==> config.mk <==
export PLATFORM = sky130hd
export DESIGN_NAME = pdm_power_down_ctrl
export DESIGN_NICKNAME = d
export VERILOG_FILES = /design/src/verilog/pdm_power_down_ctrl.v
export VERILOG_INCLUDE_DIRS = /design/src /design/src/verilog
export SDC_FILE = /design/constraint.sdc
export NUM_CORES = 1
export LEC_CHECK = 0
export BUFFER_PORTS_ARGS = -buffer_cell sky130_fd_sc_hd__buf_2
export CAP_MARGIN = 20
export CORE_ASPECT_RATIO = 0.7
export CORE_MARGIN = 10
export CORE_UTILIZATION = 53
export CTS_CLUSTER_SIZE = 28
export DETAILED_ROUTE_END_ITERATION = 6
export GPL_TIMING_DRIVEN = 0
export PLACE_DENSITY = 0.84
export SETUP_SLACK_MARGIN = 0.5
export SYNTH_ARGS = -nofsm -noshare
export SYNTH_HDL_FRONTEND = slang
export SYNTH_SLANG_ARGS = --single-unit
==> constraint.sdc <==
create_clock -name clk -period 5.1 [get_ports clk]
set_clock_uncertainty 0.2 [all_clocks]
set_input_delay 0.255 -clock clk [delete_from_list [all_inputs] [get_ports clk]]
set_output_delay 0.255 -clock clk [all_outputs]
set_load 0.01 [all_outputs]
==> src/verilog/pdm_defs.vh <==
// Constants for the power-down mode controller
`ifndef PDM_DEFS_VH
`define PDM_DEFS_VH

// ==========================================================
// Register map, word aligned byte addresses
`define PDM_ADDR_W 12
`define PDM_OFS_CTRL_ONE 12'h000
`define PDM_OFS_CTRL_TWO 12'h004

// ==========================================================
// Reset values
`define PDM_RST_CTRL_ONE 8'h07
`define PDM_RST_CTRL_TWO 8'hF0

// ==========================================================
// Field positions, control register one
`define PDM_B_SW_STANDBY 7
`define PDM_B_WAKE_CLK 3
`define PDM_B_ONE_FIXED 2
`define PDM_B_MED_DIV_HI 1
`define PDM_B_MED_DIV_LO 0
// Bits that always read one
`define PDM_FIXED_ONE 8'h04
`define PDM_FIXED_TWO 8'hE0

// ==========================================================
// Field positions, control register two
`define PDM_B_NOISE_SEL 4
`define PDM_B_DIRECT 3
`define PDM_B_MED_SEL 2
`define PDM_B_SUB_DIV_HI 1
`define PDM_B_SUB_DIV_LO 0

// ==========================================================
// Mode codes
`define PDM_MODE_W 3
`define PDM_ACT_HI 3'h0
`define PDM_ACT_MED 3'h1
`define PDM_SUBACT 3'h2
`define PDM_SLEEP_HI 3'h3
`define PDM_SLEEP_MED 3'h4
`define PDM_SUBSLEEP 3'h5
`define PDM_STANDBY 3'h6
`define PDM_WATCH 3'h7

// ==========================================================
// Divider terminal counts (cycles minus one)
`define PDM_MED_DIV16 7'h0F
`define PDM_MED_DIV32 7'h1F
`define PDM_MED_DIV64 7'h3F
`define PDM_MED_DIV128 7'h7F
`define PDM_NS_DIV16 4'hF
`define PDM_NS_DIV4 2'h3
`define PDM_SUB_DIV8 3'h7
`define PDM_SUB_DIV4 3'h3
`define PDM_SUB_DIV2 3'h1

`endif

==> src/verilog/pdm_power_down_ctrl.v <==
// Power-down mode controller with APB register access
`default_nettype none
`include "pdm_defs.vh"

module pdm_power_down_ctrl (
    input wire clk,
    input wire reset_n,
    input wire psel,
    input wire penable,
    input wire pwrite,
    input wire [11:0] paddr,
    input wire [31:0] pwdata,
    output reg [31:0] prdata,
    output reg pready,
    output reg pslverr,
    input wire sleep_strobe,
    input wire watch_timer_select,
    input wire irq_request,
    input wire cpu_irq_mask,
    input wire reset_pin_n,
    input wire watch_clk,
    output reg [2:0] mode_q,
    output reg cpu_halt_q,
    output reg cpu_on_subclk_q,
    output reg osc_stop_q,
    output reg cpu_reset_q,
    output reg exc_start_q,
    output reg med_tick_q,
    output reg sub_tick_q
);

    // ==========================================================
    // Declarations
    reg [7:0] ctrl_one_q;
    reg [7:0] ctrl_two_q;
    reg rst_s1_q;
    reg rst_s2_q;
    reg wclk_s1_q;
    reg wclk_s2_q;
    reg wclk_smp_q;
    reg wclk_prev_q;
    reg irq_q;
    reg [6:0] med_cnt_q;
    reg [3:0] ns_cnt_q;
    reg [2:0] sub_cnt_q;
    reg [2:0] mode_d;
    reg wake_d;
    reg [6:0] med_top;
    reg [2:0] sub_top;
    reg [31:0] rdata_d;
    reg err_d;
    wire sw_standby;
    wire wake_clk;
    wire noise_sel;
    wire direct;
    wire med_sel;
    wire setup;
    wire wr_en;
    wire sel_one;
    wire sel_two;
    wire ns_tick;
    wire wclk_rise;
    wire in_medium;

    // Control bit aliases
    assign sw_standby = ctrl_one_q[`PDM_B_SW_STANDBY];
    assign wake_clk = ctrl_one_q[`PDM_B_WAKE_CLK];
    assign noise_sel = ctrl_two_q[`PDM_B_NOISE_SEL];
    assign direct = ctrl_two_q[`PDM_B_DIRECT];
    assign med_sel = ctrl_two_q[`PDM_B_MED_SEL];

    // Bus decode
    assign setup = psel & ~penable;
    assign wr_en = psel & penable & pready & pwrite;
    assign sel_one = (paddr == `PDM_OFS_CTRL_ONE);
    assign sel_two = (paddr == `PDM_OFS_CTRL_TWO);

    // ==========================================================
    // Pin synchronisers
    always @(posedge clk or negedge reset_n) begin
        if (!reset_n) begin
            rst_s1_q <= 1'b1;
            rst_s2_q <= 1'b1;
            wclk_s1_q <= 1'b0;
            wclk_s2_q <= 1'b0;
        end else begin
            rst_s1_q <= reset_pin_n;
            rst_s2_q <= rst_s1_q;
            wclk_s1_q <= watch_clk;
            wclk_s2_q <= wclk_s1_q;
        end
    end

    // ==========================================================
    // Read data and error for the access phase
    always @* begin
        rdata_d = 32'h0000_0000;
        err_d = 1'b0;
        if (sel_one) begin
            rdata_d[7:0] = ctrl_one_q | `PDM_FIXED_ONE;
        end else if (sel_two) begin
            rdata_d[7:0] = ctrl_two_q | `PDM_FIXED_TWO;
        end else begin
            err_d = 1'b1;
        end
    end

    // APB answer, registered in setup, zero wait states
    always @(posedge clk or negedge reset_n) begin
        if (!reset_n) begin
            pready <= 1'b0;
            pslverr <= 1'b0;
            prdata <= 32'h0000_0000;
        end else begin
            pready <= setup;
            pslverr <= setup & err_d;
            if (setup && !pwrite) begin
                prdata <= rdata_d;
            end
        end
    end

    // ==========================================================
    // Control registers
    // Divider field is not gated by mode; software keeps to it
    // Noise select frequency range is software's duty
    always @(posedge clk or negedge reset_n) begin
        if (!reset_n) begin
            ctrl_one_q <= `PDM_RST_CTRL_ONE;
            ctrl_two_q <= `PDM_RST_CTRL_TWO;
        end else if (!rst_s2_q) begin
            ctrl_one_q <= `PDM_RST_CTRL_ONE;
            ctrl_two_q <= `PDM_RST_CTRL_TWO;
        end else if (wr_en && sel_one) begin
            ctrl_one_q <= pwdata[7:0] | `PDM_FIXED_ONE;
        end else if (wr_en && sel_two) begin
            ctrl_two_q[7:2] <= pwdata[7:2] | 6'h38;
            if (mode_q != `PDM_SUBACT) begin
                ctrl_two_q[1:0] <= pwdata[1:0];
            end
        end
    end

    // ==========================================================
    // Interrupt synchroniser stage, one cycle of delay
    always @(posedge clk or negedge reset_n) begin
        if (!reset_n) begin
            irq_q <= 1'b0;
        end else begin
            irq_q <= irq_request & ~cpu_irq_mask;
        end
    end

    // ==========================================================
    // Next mode selection
    always @* begin
        mode_d = mode_q;
        wake_d = 1'b0;
        case (mode_q)
            `PDM_ACT_HI, `PDM_ACT_MED: begin
                if (sleep_strobe) begin
                    if (direct) begin
                        if (sw_standby && watch_timer_select
                            && wake_clk) begin
                            mode_d = `PDM_SUBACT;
                        end else if (!sw_standby && !wake_clk
                            && mode_q == `PDM_ACT_HI && med_sel) begin
                            mode_d = `PDM_ACT_MED;
                        end else if (!sw_standby && !wake_clk
                            && mode_q == `PDM_ACT_MED && !med_sel) begin
                            mode_d = `PDM_ACT_HI;
                        end
                    end else if (!sw_standby) begin
                        // Sleep mode: medium-speed when med_sel is set, else high-speed
                        mode_d = med_sel ? `PDM_SLEEP_MED
                            : `PDM_SLEEP_HI;
                    end else if (watch_timer_select) begin
                        mode_d = `PDM_WATCH;
                    end else if (!wake_clk) begin
                        mode_d = `PDM_STANDBY;
                    end
                end
            end
            `PDM_SUBACT: begin
                if (sleep_strobe) begin
                    if (direct && sw_standby && watch_timer_select
                        && !wake_clk) begin
                        mode_d = med_sel ? `PDM_ACT_MED
                            : `PDM_ACT_HI;
                    end else if (!sw_standby) begin
                        mode_d = `PDM_SUBSLEEP;
                    end else if (watch_timer_select) begin
                        mode_d = `PDM_WATCH;
                    end
                end
            end
            `PDM_SLEEP_HI: begin
                if (irq_q) begin
                    mode_d = `PDM_ACT_HI;
                    wake_d = 1'b1;
                end
            end
            `PDM_SLEEP_MED: begin
                if (irq_q) begin
                    mode_d = `PDM_ACT_MED;
                    wake_d = 1'b1;
                end
            end
            `PDM_STANDBY: begin
                if (irq_q) begin
                    mode_d = med_sel ? `PDM_ACT_MED
                        : `PDM_ACT_HI;
                    wake_d = 1'b1;
                end
            end
            `PDM_WATCH: begin
                if (irq_q) begin
                    if (wake_clk) begin
                        mode_d = `PDM_SUBACT;
                    end else begin
                        mode_d = med_sel ? `PDM_ACT_MED
                            : `PDM_ACT_HI;
                    end
                    wake_d = 1'b1;
                end
            end
            `PDM_SUBSLEEP: begin
                if (irq_q) begin
                    mode_d = `PDM_SUBACT;
                    wake_d = 1'b1;
                end
            end
            default: begin
                mode_d = `PDM_ACT_HI;
            end
        endcase
    end

    // ==========================================================
    // Mode register and decoded mode outputs
    always @(posedge clk or negedge reset_n) begin
        if (!reset_n) begin
            mode_q <= `PDM_ACT_HI;
            cpu_halt_q <= 1'b0;
            cpu_on_subclk_q <= 1'b0;
            osc_stop_q <= 1'b0;
            cpu_reset_q <= 1'b1;
            exc_start_q <= 1'b0;
        end else if (!rst_s2_q) begin
            mode_q <= `PDM_ACT_HI;
            cpu_halt_q <= 1'b0;
            cpu_on_subclk_q <= 1'b0;
            osc_stop_q <= 1'b0;
            cpu_reset_q <= 1'b1;
            exc_start_q <= 1'b0;
        end else begin
            mode_q <= mode_d;
            cpu_halt_q <= (mode_d != `PDM_ACT_HI)
                && (mode_d != `PDM_ACT_MED)
                && (mode_d != `PDM_SUBACT);
            cpu_on_subclk_q <= (mode_d == `PDM_SUBACT)
                || (mode_d == `PDM_SUBSLEEP);
            osc_stop_q <= (mode_d == `PDM_STANDBY)
                || (mode_d == `PDM_WATCH);
            cpu_reset_q <= 1'b0;
            exc_start_q <= wake_d;
        end
    end

    // ==========================================================
    // Medium-speed clock divider
    assign in_medium = (mode_q == `PDM_ACT_MED)
        || (mode_q == `PDM_SLEEP_MED);

    // Terminal count from divider code
    always @* begin
        case (ctrl_one_q[1:0])
            2'b00: med_top = `PDM_MED_DIV16;
            2'b01: med_top = `PDM_MED_DIV32;
            2'b10: med_top = `PDM_MED_DIV64;
            default: med_top = `PDM_MED_DIV128;
        endcase
    end

    // Counter and tick, runs only in medium-speed modes
    always @(posedge clk or negedge reset_n) begin
        if (!reset_n) begin
            med_cnt_q <= 7'h00;
            med_tick_q <= 1'b0;
        end else if (!in_medium || med_cnt_q >= med_top) begin
            med_cnt_q <= 7'h00;
            med_tick_q <= in_medium;
        end else begin
            med_cnt_q <= med_cnt_q + 7'h01;
            med_tick_q <= 1'b0;
        end
    end

    // ==========================================================
    // Watch clock noise sampling
    assign ns_tick = noise_sel ? (ns_cnt_q[1:0] == `PDM_NS_DIV4)
        : (ns_cnt_q == `PDM_NS_DIV16);
    assign wclk_rise = wclk_smp_q & ~wclk_prev_q;

    // Sample counter and sampled watch clock
    always @(posedge clk or negedge reset_n) begin
        if (!reset_n) begin
            ns_cnt_q <= 4'h0;
            wclk_smp_q <= 1'b0;
            wclk_prev_q <= 1'b0;
        end else begin
            ns_cnt_q <= ns_cnt_q + 4'h1;
            wclk_prev_q <= wclk_smp_q;
            if (ns_tick) begin
                wclk_smp_q <= wclk_s2_q;
            end
        end
    end

    // ==========================================================
    // Subactive clock divider on sampled watch clock edges
    always @* begin
        case (ctrl_two_q[1:0])
            2'b00: sub_top = `PDM_SUB_DIV8;
            2'b01: sub_top = `PDM_SUB_DIV4;
            default: sub_top = `PDM_SUB_DIV2;
        endcase
    end

    // Counter and tick, one pulse per selected watch clock count
    always @(posedge clk or negedge reset_n) begin
        if (!reset_n) begin
            sub_cnt_q <= 3'h0;
            sub_tick_q <= 1'b0;
        end else if (wclk_rise && sub_cnt_q >= sub_top) begin
            sub_cnt_q <= 3'h0;
            sub_tick_q <= 1'b1;
        end else if (wclk_rise) begin
            sub_cnt_q <= sub_cnt_q + 3'h1;
            sub_tick_q <= 1'b0;
        end else begin
            sub_tick_q <= 1'b0;
        end
    end

endmodule
`default_nettype wire
Word-level counts from Yosys, hierarchy flattened. Index checks and enable logic that the tools add are counted.

Flip-flop bits (word level): 54. Output and inout port bits: 44. Logic and storage cells: 145.

$add $sub $neg: 3. $lt $le $gt $ge: 2. Equal/unequal tests: 24. Muxes and demuxes: 47. Bitwise logic cells: 10. Reduce and logical (&&, ||, !) cells: 35.

Operators by type and width (number): 3-bit two-way mux (21); 8-bit two-way mux (4); 3-bit equality test, second input constant (7); 3-bit one-hot mux with 7 select lines (1); 7-bit one-hot mux with 3 select lines (1); 1-bit logical AND (16); 5-bit two-way mux (3); 1-bit two-way mux (13); 12-bit by 3-bit equality test with 1-bit output, second input constant (1); 12-bit logical NOT (1); 3-bit by 2-bit equality test with 1-bit output, second input constant (3); 7-bit by 1-bit adder with 7-bit output, second input constant (1); 1-bit AND (7); 7-bit greater-or-equal comparator (1); 7-bit two-way mux (1); 2-bit by 1-bit != test with 1-bit output, second input constant (3); 3-bit by 2-bit != test with 1-bit output, second input constant (2); 3-bit one-hot mux with 2 select lines (1); 1-bit logical NOT (5); 5-bit OR reduction (1); 4-bit by 1-bit adder with 4-bit output, second input constant (1); 2-bit by 1-bit equality test with 1-bit output, second input constant (2); 2-bit equality test, second input constant (2); 4-bit equality test, second input constant (1); other kinds (15) (22).

Logic depth before layout (Yosys ltp).
Depth in word-level cells: 14. Depth in mapped cells: 7. Gate-level depth less buffers: 7.

Worst setup path before layout. No wires, ideal clock.

Kind: reg2reg. Start: reg mode_q[1]. End: reg cpu_on_subclk_q. Arrival: 1.753 ns. Path slack: 3.029 ns. Stages on the path, launching flop included: 7. Buffers on the path: 1. Period minus slack after synthesis: 2.071 ns. Cell sequence: dfrtp_1 clkbuf_1 or3b_1 nor4_1 a311oi_1 and4_1 o21a_1.

Longest elaborated chain between the ends: 12. Elaborated cells on any way between the ends: 35. Classes of those cells: 9 x eq/ne; 19 x mux; 7 x reduce/logical.

RTL lines: start, declared (RTL line pdm_power_down_ctrl.v:22) `output reg [2:0] mode_q,`; start signal, assigned (RTL line pdm_power_down_ctrl.v:243) `` mode_q <= `PDM_ACT_HI; ``; start signal, assigned (RTL line pdm_power_down_ctrl.v:250) `` mode_q <= `PDM_ACT_HI; ``; start signal, assigned (RTL line pdm_power_down_ctrl.v:257) `mode_q <= mode_d;`; 3-bit by 1-bit equality test with 1-bit output (RTL line pdm_power_down_ctrl.v:159) `case (mode_q)`; 1-bit logical AND (no source line); 1-bit logical AND (RTL line pdm_power_down_ctrl.v:169) `end else if (!sw_standby && !wake_clk`; 3-bit two-way mux (RTL line pdm_power_down_ctrl.v:169); 3-bit two-way mux (RTL line pdm_power_down_ctrl.v:166) `end else if (!sw_standby && !wake_clk`; 3-bit two-way mux (RTL line pdm_power_down_ctrl.v:163) `if (sw_standby && watch_timer_select`; 3-bit two-way mux (RTL line pdm_power_down_ctrl.v:162) `if (direct) begin`; 3-bit two-way mux (RTL line pdm_power_down_ctrl.v:161) `if (sleep_strobe) begin`; 3-bit one-hot mux with 7 select lines (*) (RTL line pdm_power_down_ctrl.v:159); 3-bit by 2-bit equality test with 1-bit output (no source line) or 3-bit equality test (tied branches); 1-bit logical OR (*) (RTL line pdm_power_down_ctrl.v:261) `` cpu_on_subclk_q <= (mode_d == `PDM_SUBACT) ``; 1-bit two-way mux (*) (RTL line pdm_power_down_ctrl.v:249) `end else if (!rst_s2_q) begin`; end signal, assigned (RTL line pdm_power_down_ctrl.v:261); end, declared (RTL line pdm_power_down_ctrl.v:24) `output reg cpu_on_subclk_q,`.

Every way passes the cells marked *; elsewhere a longest branch is shown, timed or not. A chain may end at the register's enable or synchronous reset.

Worst setup path in the final report. Ends and elaborated chain as after synthesis.

==> run_results.csv <==
group,metric,value,unit
run_status,status,"finished clean",
clock_network,clock_latency,310,ps
critical_path,cp_cell_sequence,"clkbuf_1 -> nor3b_1 -> a311oi_1 -> and4_1 -> o21a_1",
global_routing,grt_pass1_wl,9950,microns
global_routing,grt-busiest-layer,"met2",
detailed_routing,drt-total-wl,6260,microns
placement,dp_slack,2800,ps
sta,hold_viol_final,0,
placement,place.detailed.hpwl,4820,microns
sta,finalWorstSetupSlack,2790,ps
critical_path,crit_path_top_delay_cell,"nor3b_1",
pwr,ir_worst_vdd,0.000166,V
layout,instances_no_fill,431,
synth,netlist_area,2750,sq um
global_routing,grt_max_degree,29,
min_path,hold_path_class,"in -> reg",
layout,area_growth,23.1,%
critical_path,slowest_delay,530,ps
clock_network,clockBufferDepth,2,
floorplan,die-area,8520,sq um
detailed_routing,avgViaCountPerCell,5.05,
synth,ys_seq_area_share,48.5,%
placement,globalplace.congestion,0.880,
clock_network,cts_root_buffer,"clkbuf_8",
pwr,p_per_area,251,nW/um^2
pwr,pwr-share-clk,29.0,%
sta,worst_slew_pin_slew,678,ps
global_routing,met3_usage,5.98,%
critical_path,crit_type,"reg -> reg",
run,max_cap_violations,0,
detailed_routing,antenna_left,0,
floorplan,ioPinCount,99,
critical_path,cp_data_arrival_time,2310,ps
clock_network,cts_tree,"yes",
synth,ys_warn_count,0,
sta,max_slew_margin,54.5,%
layout,drive_above_1_share,28.5,%
sta,worst_hold_slack,0.395,ps
synth,synth.most_common_cell,"dfrtp_1",
synth,synth-edff-count,0,
placement,dpl-instance-area,3190,sq um
placement,place_inst,413,
layout,nets,424,
floorplan,die_height,80.3,microns
synth,yosys.area.top_type,"dfrtp_1",
floorplan,die_w,106,microns
synth,post-synth-top-area-fraction,42.7,%
pwr,seq_power_share,54.0,%
floorplan,rows,21,
clock_network,cts_resized,0,
floorplan,core-area,4890,sq um
sta,fmax,434,MHz
synth,synthCells,270,
synth,avgSynthCellArea,10.2,sq um
sta,fin_crit_sh,45.2,%
clock_network,path_clk_slew,90,ps
sta,rsz0062_at_grt,"no",
sta,period_needed,2310,ps
critical_path,start_kind,"flop",
synth,yosys-top-cells-area,"dfrtp_1 (43%), buf_4 (7.1%), dfstp_2 (5.7%), mux2i_1 (4.4%), ha_1 (3.6%)",
placement,portBuffers,50,
pwr,p_int,619,uW
floorplan,start_util,56.3,%
global_routing,grtUsageMet1,19.6,%
global_routing,grt_overflow_total,0,
synth,ys_types,54,
synth,async_flop_share,100,%
sta,drv_slew,0,
detailed_routing,drt-pass1-iter-count,4,
clock_network,numCtsBuffers,5,
critical_path,required,5100,ps
layout,diodes,0,
synth,synthFlopType,"dfrtp_1",
pwr,swShare,27.2,%
global_routing,grt_util_met2,19.9,%
global_routing,grt_pass1_vias,2049,
clock_network,htree_num_levels,2,
detailed_routing,route.detailed.drc,0,
layout,fin_area,3390,sq um
synth,ys_top_cells_by_count,"dfrtp_1 (47), buf_4 (26), nand2_1 (25)",
global_routing,antenna_found_initial,0,
critical_path,setup.worst_path.end_class,"flop",
detailed_routing,drt_iter0_drc,120,
sta,setup_viol_count_final,0,
pwr,cellLeakagePower,1.75,nW
pwr,power,849,uW
layout,post-route-util,69.3,%
global_routing,grt_usage,14.3,%
critical_path,cp_max_fo,10,
detailed_routing,wire_per_inst,14.5,microns
pwr,p_sw,231,uW
detailed_routing,vias,2176,
sta,tns,0,ps
clock_network,cts.sinks,53,
pwr,pwr-share-comb,17.0,%
synth,ys_ff_latch,53,
cell usage in the layout, fill, tap and decap left out, drive strengths merged, types with 3 or more instances in the layout:
master / instances
nand3: 11
o21ai: 12
dfstp: 6
a21oi: 9
dfrtp: 47
o31ai: 4
nand2b: 3
buf: 78
or2: 3
inv: 7
nor2b: 7
dlygate4sd3: 10
nor3: 4
ha: 8
nor3b: 3
xor2: 6
a21o: 3
mux2i: 12
nor2: 23
nand2: 25
conb: 24
clkbuf: 15
state kept, by name, summed over array words and instances, names as in the netlist, 3 cells and up:
signal and cells:
ctrl_one_q 7, ctrl_two_q 5, med_cnt_q 7, mode_q 3, ns_cnt_q 4, prdata 8
sub_cnt_q 3
final timing paths:
path	startpoint	end	slack (ps)	cells past startpoint
setup / recovery	mode_q[1]	cpu_on_subclk_q	2790	5
hold / removal	pwdata[6]	ctrl_one_q[6]	0.4	3
setup reg to reg	mode_q[1]	cpu_on_subclk_q	2790	5
hold reg to reg	wclk_s1_q	wclk_s2_q	160	0
max in group asynchronous	reset_n	rst_s1_q	3800	3
min in group asynchronous	reset_n	med_cnt_q[4]	260	2
repair_timing:
action / 4_1_cts / 5_1_grt
hold endpoints to repair: 32 / 1
setup buffers: 0 / 0
hold buffers: 9 / 1
critical path, delay by kind of cell (launching register included):
kind                   cells  cell delay [ps]
and+or+nand+nor            2              820
AOI/OAI and AO/OA          2              510
DFF                        1              350
buffers and inverters      1              330
logic make-up (layout without fill, tap and decap cells):
| group | after synthesis | count (layout) | share of synthesized area, % |
|---|---|---|---|
| DFF | 53 | 53 | 48.5 |
| buffers and inverters | 42 | 111 | 9.55 |
| adders and majority gates | 8 | 8 | 3.64 |
| muxes | 13 | 13 | 4.78 |
| AOI/OAI and AO/OA | 48 | 48 | 11.8 |
| and+or+nand+nor | 97 | 97 | 19.1 |
| other | 1 | 24 | 0.136 |
| xor gates and xnor gates | 8 | 8 | 2.55 |
layer usage:
metal,routed length [microns],vias up
li1,-,1068
met1,3000,1020
met2,2650,81
met3,551,7
met4,61,0
met5,0,-
cell type report:
cell class                 instances  area (sq um)
buffer                            35           236
clock buffer                       7          86.3
clock inverter                     1          7.51
fill                             396          1500
inverter                           7          26.3
multi-input combinational        198          1240
sequential                        53          1330
tap                               69          86.3
timing repair buffer              61           370
power groups by stage:
stage	clock [mW]	sequential, mW	combinational (mW)
2_1_floorplan	0	0.465	0.0891
3_3_place_gp	0	0.464	0.132
3_5_place_dp	0	0.466	0.137
4_1_cts	0.250	0.458	0.143
5_1_grt	0.269	0.461	0.163
6_report	0.246	0.458	0.145
Note: power is estimated with default switching activity, not from simulation.
